## config.mk

```make
export PLATFORM = sky130hd
export DESIGN_NAME = sesp_slave
export DESIGN_NICKNAME = d
export VERILOG_FILES = /design/src/include/sesp_pkg.sv /design/src/rtl/sesp_filter.sv /design/src/rtl/sesp_slave.sv
export VERILOG_INCLUDE_DIRS = /design/src /design/src/include
export SDC_FILE = /design/constraint.sdc
export NUM_CORES = 2
export LEC_CHECK = 0
export BUFFER_PORTS_ARGS = -buffer_cell sky130_fd_sc_hd__buf_4
export CORE_AREA = 2 2 628 630
export DETAILED_ROUTE_END_ITERATION = 16
export DIE_AREA = 0 0 630 632
export PLACE_DENSITY = 0.53
export SYNTH_ARGS = -nofsm -noshare
export SYNTH_HDL_FRONTEND = slang
export SYNTH_SLANG_ARGS = --single-unit
```

## constraint.sdc

```tcl
create_clock -name clk_sys -period 8 [get_ports clk_sys]
set_input_delay 2.4 -clock clk_sys [delete_from_list [all_inputs] [get_ports clk_sys]]
set_output_delay 2.4 -clock clk_sys [all_outputs]
set_load 0.03 [all_outputs]
```

## src/include/sesp_defs.svh

```systemverilog
/*
 * Constants of the serial EEPROM slave: timing figures and derived
 * cycle counts, bus idle levels and the fixed slave address type.
 * Assumes the system clock period given by SESP_CLK_NS.
 */
`ifndef SESP_DEFS_SVH
`define SESP_DEFS_SVH

// ****************************************
// Clock and timing
// ****************************************
`define SESP_CLK_NS 40
`define SESP_FILT_NS 250
`define SESP_HOLD_NS 300
`define SESP_WR1_MS 20
`define SESP_WR2_MS 40
// Least times round up
`define SESP_FILT_CYC ((`SESP_FILT_NS + `SESP_CLK_NS - 1) / `SESP_CLK_NS)
`define SESP_HOLD_CYC ((`SESP_HOLD_NS + `SESP_CLK_NS - 1) / `SESP_CLK_NS)
`define SESP_WR1_CYC ((`SESP_WR1_MS * 1000000) / `SESP_CLK_NS)
`define SESP_WR2_CYC ((`SESP_WR2_MS * 1000000) / `SESP_CLK_NS)

// ****************************************
// Address, bit positions and reset values
// ****************************************
`define SESP_DEV_TYPE 4'ha
`define SESP_ACK_SLOT 4'h8
`define SESP_LAST_BIT 4'h7
// Bit count preset at START: the START's own SCL fall wraps it to zero
`define SESP_BIT_PRE 4'hf
`define SESP_PTR_RST 8'h00
`define SESP_LINE_IDLE 1'b1

`endif

```

## src/include/sesp_pkg.sv

```systemverilog
/*
 * Types of the serial EEPROM slave.
 * Assumes nothing beyond a SystemVerilog compiler.
 */
package sesp_pkg;

  typedef enum logic [2:0] {
    SESP_IDLE = 3'b000,
    SESP_DEVADR = 3'b001,
    SESP_WADR = 3'b010,
    SESP_WDATA = 3'b011,
    SESP_READ = 3'b100,
    SESP_SKIP = 3'b101
  } sesp_state_e;

  typedef logic [7:0] sesp_byte_t;

endpackage

```

## src/rtl/sesp_filter.sv

```systemverilog
/*
 * One bus line: two-flop synchroniser then a pulse filter that passes
 * a new level only after it has stood for CYC clocks.
 * Assumes an asynchronous pin input and a synchronous active-low reset.
 */
`timescale 1ns/1ns
`include "sesp_defs.svh"

module sesp_filter #(
  parameter int CYC = `SESP_FILT_CYC
) (
  // Clock and reset
  input wire logic clk_sys,
  input wire logic rst_n,
  // Line
  input wire logic line_i,
  output logic line_o
);

  logic meta_r, sync_r, out_r, out_nxt;
  logic [7:0] cnt_r, cnt_nxt;

  always_comb begin
    out_nxt = out_r;
    cnt_nxt = 8'h00;
    if (sync_r != out_r) begin
      if (cnt_r >= 8'(CYC - 1)) begin
        out_nxt = sync_r;
      end else begin
        cnt_nxt = cnt_r + 8'h01;
      end
    end
  end

  always_ff @(posedge clk_sys) begin
    if (!rst_n) begin
      meta_r <= `SESP_LINE_IDLE;
      sync_r <= `SESP_LINE_IDLE;
      out_r <= `SESP_LINE_IDLE;
      cnt_r <= 8'h00;
    end else begin
      meta_r <= line_i;
      sync_r <= meta_r;
      out_r <= out_nxt;
      cnt_r <= cnt_nxt;
    end
  end

  assign line_o = out_r;

endmodule

```

## src/rtl/sesp_slave.sv

```systemverilog
/*
 * Two-wire serial EEPROM slave: condition decode, address match,
 * write buffering with self-timed commit, sequential reads, 256 bytes.
 * Assumes open-drain SCL/SDA resolved outside, SCL oversampled by clk_sys.
 */
`timescale 1ns/1ns
`include "sesp_defs.svh"

module sesp_slave
  import sesp_pkg::*;
#(
  parameter int FILT_CYC = `SESP_FILT_CYC,
  parameter int HOLD_CYC = `SESP_HOLD_CYC,
  parameter int WR1_CYC = `SESP_WR1_CYC,
  parameter int WR2_CYC = `SESP_WR2_CYC
) (
  // Clock and reset
  input wire logic clk_sys,
  input wire logic rst_n,
  // Bus pins
  input wire logic scl_i,
  input wire logic sda_i,
  output logic sda_o,
  output logic sda_oe,
  // Straps
  input wire logic chip_addr_strap_bit0,
  input wire logic chip_addr_strap_bit1,
  input wire logic chip_addr_strap_bit2,
  // Status
  output logic busy
);

  // ****************************************
  // Line filters
  // ****************************************
  logic [1:0] pin_in, pin_f;
  logic [2:0] strap_meta_r, strap_r;
  assign pin_in = {sda_i, scl_i};

  genvar gi;
  generate
    for (gi = 0; gi < 2; gi++) begin : g_filt
      sesp_filter #(.CYC(FILT_CYC)) u_filt (
        .clk_sys(clk_sys),
        .rst_n(rst_n),
        .line_i(pin_in[gi]),
        .line_o(pin_f[gi])
      );
    end
  endgenerate

  logic scl_f, sda_f;
  assign scl_f = pin_f[0];
  assign sda_f = pin_f[1];

  // ****************************************
  // State
  // ****************************************
  sesp_state_e state_r, state_nxt;
  logic [3:0] bit_r, bit_nxt;
  sesp_byte_t shift_r, shift_nxt, tx_r, tx_nxt;
  sesp_byte_t ptr_r, ptr_nxt, waddr_r, waddr_nxt;
  sesp_byte_t wbuf0_r, wbuf0_nxt, wbuf1_r, wbuf1_nxt;
  logic [1:0] nbytes_r, nbytes_nxt;
  logic rd_first_r, rd_first_nxt, mack_r, mack_nxt;
  logic drive_r, drive_nxt, oe_r, oe_nxt;
  logic [7:0] hold_r, hold_nxt;
  logic busy_r, busy_nxt, wtwo_r, wtwo_nxt;
  logic [19:0] timer_r, timer_nxt;
  logic scl_prev_r, sda_prev_r;
  logic rise, fall, start_ev, stop_ev, match, mem_we;
  sesp_byte_t rd_addr;
  sesp_byte_t mem [256];

  assign rise = scl_f & ~scl_prev_r;
  assign fall = ~scl_f & scl_prev_r;
  assign start_ev = scl_f & scl_prev_r & sda_prev_r & ~sda_f;
  assign stop_ev = scl_f & scl_prev_r & ~sda_prev_r & sda_f;
  assign match = (shift_r[7:1] == {`SESP_DEV_TYPE, strap_r});
  assign mem_we = busy_r && (timer_r == 20'h00001);

  always_comb begin
    state_nxt = state_r;
    bit_nxt = bit_r;
    shift_nxt = shift_r;
    tx_nxt = tx_r;
    ptr_nxt = ptr_r;
    waddr_nxt = waddr_r;
    wbuf0_nxt = wbuf0_r;
    wbuf1_nxt = wbuf1_r;
    nbytes_nxt = nbytes_r;
    rd_first_nxt = rd_first_r;
    mack_nxt = mack_r;
    drive_nxt = drive_r;
    busy_nxt = busy_r;
    wtwo_nxt = wtwo_r;
    timer_nxt = timer_r;
    rd_addr = ptr_r;
    if (busy_r) begin
      timer_nxt = timer_r - 20'h00001;
      if (timer_r == 20'h00001) begin
        busy_nxt = 1'b0;
      end
    end
    if (stop_ev) begin
      state_nxt = SESP_IDLE;
      bit_nxt = 4'h0;
      drive_nxt = 1'b0;
      if (state_r == SESP_WDATA && nbytes_r != 2'd0 && !busy_r) begin
        busy_nxt = 1'b1;
        wtwo_nxt = (nbytes_r == 2'd2);
        timer_nxt = (nbytes_r == 2'd2) ? 20'(WR2_CYC) : 20'(WR1_CYC);
      end
    end else if (start_ev) begin
      state_nxt = SESP_DEVADR;
      bit_nxt = `SESP_BIT_PRE;
      drive_nxt = 1'b0;
      nbytes_nxt = 2'd0;
    end else if (rise && state_r != SESP_IDLE && state_r != SESP_SKIP) begin
      if (bit_r < `SESP_ACK_SLOT) begin
        shift_nxt = {shift_r[6:0], sda_f};
      end else begin
        mack_nxt = ~sda_f;
      end
    end else if (fall && state_r != SESP_IDLE && state_r != SESP_SKIP) begin
      unique case (bit_r)
        `SESP_LAST_BIT: begin
          bit_nxt = `SESP_ACK_SLOT;
          drive_nxt = 1'b0;
          unique case (state_r)
            SESP_DEVADR: begin
              if (match && !busy_r) begin
                drive_nxt = 1'b1;
                rd_first_nxt = 1'b1;
                state_nxt = shift_r[0] ? SESP_READ : SESP_WADR;
              end else begin
                state_nxt = SESP_SKIP;
              end
            end
            SESP_WADR: begin
              ptr_nxt = shift_r;
              waddr_nxt = shift_r;
              drive_nxt = 1'b1;
              state_nxt = SESP_WDATA;
            end
            SESP_WDATA: begin
              if (nbytes_r == 2'd0) begin
                wbuf0_nxt = shift_r;
              end else if (nbytes_r == 2'd1) begin
                wbuf1_nxt = shift_r;
              end
              if (nbytes_r != 2'd2) begin
                nbytes_nxt = nbytes_r + 2'd1;
                ptr_nxt = ptr_r + 8'h01;
                drive_nxt = 1'b1;
              end else begin
                // Excess byte: no acknowledge, buffered pair still commits at STOP
                drive_nxt = 1'b0;
              end
            end
            default: begin
              drive_nxt = 1'b0;
            end
          endcase
        end
        `SESP_ACK_SLOT: begin
          bit_nxt = 4'h0;
          drive_nxt = 1'b0;
          if (state_r == SESP_READ) begin
            if (rd_first_r || mack_r) begin
              rd_addr = rd_first_r ? ptr_r : ptr_r + 8'h01;
              ptr_nxt = rd_addr;
              tx_nxt = mem[rd_addr];
              drive_nxt = ~mem[rd_addr][7];
              rd_first_nxt = 1'b0;
            end else begin
              state_nxt = SESP_SKIP;
            end
          end
        end
        default: begin
          bit_nxt = bit_r + 4'h1;
          if (state_r == SESP_READ) begin
            tx_nxt = {tx_r[6:0], 1'b0};
            drive_nxt = ~tx_r[6];
          end
        end
      endcase
    end
  end

  // output change waits out the fall
  always_comb begin
    oe_nxt = oe_r;
    hold_nxt = hold_r;
    if (drive_nxt != drive_r) begin
      hold_nxt = 8'(HOLD_CYC);
    end else if (hold_r != 8'h00) begin
      hold_nxt = hold_r - 8'h01;
      if (hold_r == 8'h01) begin
        oe_nxt = drive_r;
      end
    end
  end

  always_ff @(posedge clk_sys) begin
    if (!rst_n) begin
      state_r <= SESP_IDLE;
      bit_r <= 4'h0;
      shift_r <= 8'h00;
      tx_r <= 8'h00;
      ptr_r <= `SESP_PTR_RST;
      waddr_r <= 8'h00;
      wbuf0_r <= 8'h00;
      wbuf1_r <= 8'h00;
      nbytes_r <= 2'd0;
      rd_first_r <= 1'b0;
      mack_r <= 1'b0;
      drive_r <= 1'b0;
      oe_r <= 1'b0;
      hold_r <= 8'h00;
      busy_r <= 1'b0;
      wtwo_r <= 1'b0;
      timer_r <= 20'h00000;
      scl_prev_r <= `SESP_LINE_IDLE;
      sda_prev_r <= `SESP_LINE_IDLE;
      strap_meta_r <= 3'h0;
      strap_r <= 3'h0;
    end else begin
      state_r <= state_nxt;
      bit_r <= bit_nxt;
      shift_r <= shift_nxt;
      tx_r <= tx_nxt;
      ptr_r <= ptr_nxt;
      waddr_r <= waddr_nxt;
      wbuf0_r <= wbuf0_nxt;
      wbuf1_r <= wbuf1_nxt;
      nbytes_r <= nbytes_nxt;
      rd_first_r <= rd_first_nxt;
      mack_r <= mack_nxt;
      drive_r <= drive_nxt;
      oe_r <= oe_nxt;
      hold_r <= hold_nxt;
      busy_r <= busy_nxt;
      wtwo_r <= wtwo_nxt;
      timer_r <= timer_nxt;
      scl_prev_r <= scl_f;
      sda_prev_r <= sda_f;
      strap_meta_r <= {chip_addr_strap_bit2, chip_addr_strap_bit1, chip_addr_strap_bit0};
      strap_r <= strap_meta_r;
    end
  end

  // ****************************************
  // Storage array
  // ****************************************
  // Bytes land at the end of the cycle, reads before then see old data
  always_ff @(posedge clk_sys) begin
    if (mem_we) begin
      mem[waddr_r] <= wbuf0_r;
      if (wtwo_r) begin
        mem[waddr_r + 8'h01] <= wbuf1_r;
      end
    end
  end

  // Open drain: only ever pulls low
  assign sda_o = 1'b0;
  assign sda_oe = oe_r;
  assign busy = busy_r;
endmodule

```

==> metrics.txt <==
WL final=approximately 430,000 um; core area=~390,000 um^2; synth warn=0; synth-to-layout area growth=10.4%; R2R Path End=hold_r[4]; Netlist cell types=80; asr flop ratio synth=0%; clock group share of total power=between 40 and 50%; register area=between 60,000 and 70,000 um^2; first-pass GRT wire length=approximately 600,000 um; outcome=complete, no violations; Hold Crit Start=g_filt[0].u_filt.meta_r; drt pass-1 iters=8; syn avg cell area=between 10 and 15 um^2; Slowest cell on crit path=xor2_4; internal power=between 15,000 and 20,000 uW; Final ANT Viol Nets=0; IO Count=10; critical path class=reg2reg; r2r startpoint=ptr_r[1]; Die ar.=approximately 400,000 um^2; Sw Ratio=roughly a fifth; Max Cap Viol=0; Initial Util=between 20 and 30%; Worst EP required=8830 ps; Port Buf Inserts=8; Vias/cell=between 5 and 6; Pwr Density=around 180 nW/um^2; DR vias=a little under 80,000; Die Y=about 630 um; Top delay family on crit path=compound AO/OA/AOI/OAI gates; Fmax=between 150 and 200 MHz; max incr delay on CP=~1100 ps; Synth Flop Type=edfxtp_1; H-tree depth=4; final setup fails=0; CTS max path bufs=4; Final min period=6030 ps; sequential power share=roughly 52%; # resized after CTS=0; GRT Util Overall=about a fifth; WL/cell=about 32 um; logic gate share of total power=less than 1%; VDD IR max=roughly 190 uV; Final GP Congestion=~0.90; HP Class=reg2reg; share of cells above drive strength 1=41.1%; CTS Buf Count=around 240; Hold Path Stages=1; post-synthesis cell count=roughly 8,400; Final HPWL DP=252,000 um; cells along the critical path=ha_4, nor2b_1, xor2_4, buf_12, mux2i_1, mux2i_1, a22oi_1, a31oi_1, a21bo_2, o31a_2, o2111ai_4, nor3_1; data arrival time of the critical path=approximately 6900 ps; Reg2Reg Setup Slack=slightly below 2000 ps; fin. max-slew vios=0; CTS sink count=between 2,000 and 2,500; most common cell after layout, fill and taps aside=mux2_2; TNS Setup=0 ps; vias in the first global route=around 75,000; hold endpoint=g_filt[0].u_filt.sync_r; cell mode on critical path=mux2i_1; Seq/Total Area, Yosys=54.7%; Worst-path clk slew=around 70 ps; Leak=roughly 0.043 uW; initial antenna violation count=23; CP endpoint kind=flip-flop; Worst-Skew Late Latency=970 ps; Final Util=between 30% and 40%; period utilisation layout=75.4%; root buffer cell=clkbuf_16; Slew @ Worst Pin=roughly 1400 ps; Remaining DRCs=0; Multi-input gate area=just under 50,000 um^2; CTS tree=done; fill cell count=38,200; GR Overflow Total=0; Yosys reg bits=approximately 2,200; Reg2Reg Depth=12; clock skew=between 70 and 80 ps; postcts setup bufs=0; Hold Vio Cnt, Final=0; Hold Slack=~420 ps; largest net degree at the start of global routing=between 100 and 150; CP Launch Type=flip-flop; RSZ-0062 raised after global routing=false; most frequent cells in the layout=mux2_2 (2,049), edfxtp_1 (2,048), nand2_1 (1,063); Rel. slew slack=around 3.4%; Buf/Inv on CP=1; CTS Hold Bufs=0; Post-synth EDFFs=between 2,000 and 2,500; CP max FO=66; Initial DRC Count=about 10,000; # nets final=between 7,000 and 8,000; Die Wd=approximately 630 um; Rows=230; Switch Pwr=between 4000 and 5000 uW; Mapped Area=approximately 120,000 um^2
-- worst reg2reg max path, cell delays in order, from the launching register on --
cell and delay [ps]:
dfxtp_4 910, ha_4 320, nor2b_1 690, xor2_4 1120, buf_12 480, mux2i_1 190, mux2i_1 490, a22oi_1 140
a31oi_1 430, a21bo_2 320, o31a_2 380, o2111ai_4 320, nor3_1 100
-- cells in the mapped netlist (all sizes together) (50+ instances only) --
cell,instances,share of area [%]
a21oi,54,0.23
a311oi,174,1.3
a31oi,65,0.35
and3,147,0.79
buf,295,1.4
clkbuf,638,2.1
dfxtp,120,2.1
edfxtp,2048,53
mux2,2050,20
mux2i,82,0.70
mux4,420,8.1
nand2,1078,3.5
nand3,239,1.1
nor2,339,2.1
nor2b,50,0.27
o22ai,264,1.4
-- layer usage --
layer  vias up  wire length, um  track usage, %
li1      31400                -               -
met2      4227           191000            31.9
met1     40800           176000            28.5
met4        12            19500            8.63
met3       794            39000            3.99
met5         -               99               0
-- worst max-delay path by stage --
| stage | cells after the start | from | end | slack (ps) |
|---|---|---|---|---|
| 5_1_grt | 13 | ptr_r[1] | tx_r[5] | 1940 |
| 3_5_place_dp | 12 | ptr_r[1] | hold_r[4] | 2200 |
| 4_1_cts | 12 | ptr_r[1] | hold_r[5] | 2200 |
| 6_report | 12 | ptr_r[1] | hold_r[4] | 1970 |
| 2_1_floorplan | 10 | timer_r[3] | mem[100][0] | 4680 |
| 3_3_place_gp | 11 | ptr_r[1] | tx_r[5] | 2210 |
-- cell families after synthesis --
| kind of cell | Yosys count | share of synthesized area, % |
|---|---|---|
| AND/OR/NAND/NOR | 2007 | 8.49 |
| multiplexers | 2552 | 28.5 |
| buffers and inverters | 952 | 3.54 |
| XOR/XNOR | 45 | 0.369 |
| AO/OA/AOI/OAI | 689 | 4.22 |
| other | 1 | 0.00321 |
| flip-flops | 2168 | 54.7 |
| adder cells (fa/ha/maj) | 14 | 0.150 |
-- stage by stage --
step,std cells,area (um^2),setup slack [ps],total power (uW)
floorplan,8438,117000,4680,12600
global placement,12900,122000,2210,12600
detailed placement,12900,122000,2200,12600
CTS,13300,129000,2200,23500
global route,13300,129000,1940,23900
finish,13300,129000,1970,23400
-- power by group through the flow --
stage	clock [uW]	sequential [uW]	combinational, uW
floorplan	0	12500	104
global placement	0	12500	126
detailed placement	0	12500	135
CTS	11100	12300	136
global route	11500	12200	154
finish	11000	12300	140
-- state kept, by name, summed over array words and instances, names as in the netlist, 3 cells and up --
signal / cells
strap_r: 3
wbuf1_r: 8
wbuf0_r: 8
tx_r: 7
shift_r: 8
hold_r: 8
mem: 2048
ptr_r: 8
strap_meta_r: 3
state_r: 3
waddr_r: 8
timer_r: 20
bit_r: 4
g_filt.u_filt.cnt_r: 16
-- layout make-up --
| cell class | count | area share, % |
|---|---|---|
| flip-flops and latches | 2168 | 49.6 |
| multi-input cells | 5318 | 38.1 |
| well taps | 5220 | 5.06 |
| clock buffers | 298 | 4.93 |
| repair buffers | 185 | 1.39 |
| clock inverters | 134 | 0.860 |
| inverters | 19 | 0.0553 |
| diodes | 6 | 0.0116 |
Note: power is estimated with default switching activity, not from simulation.
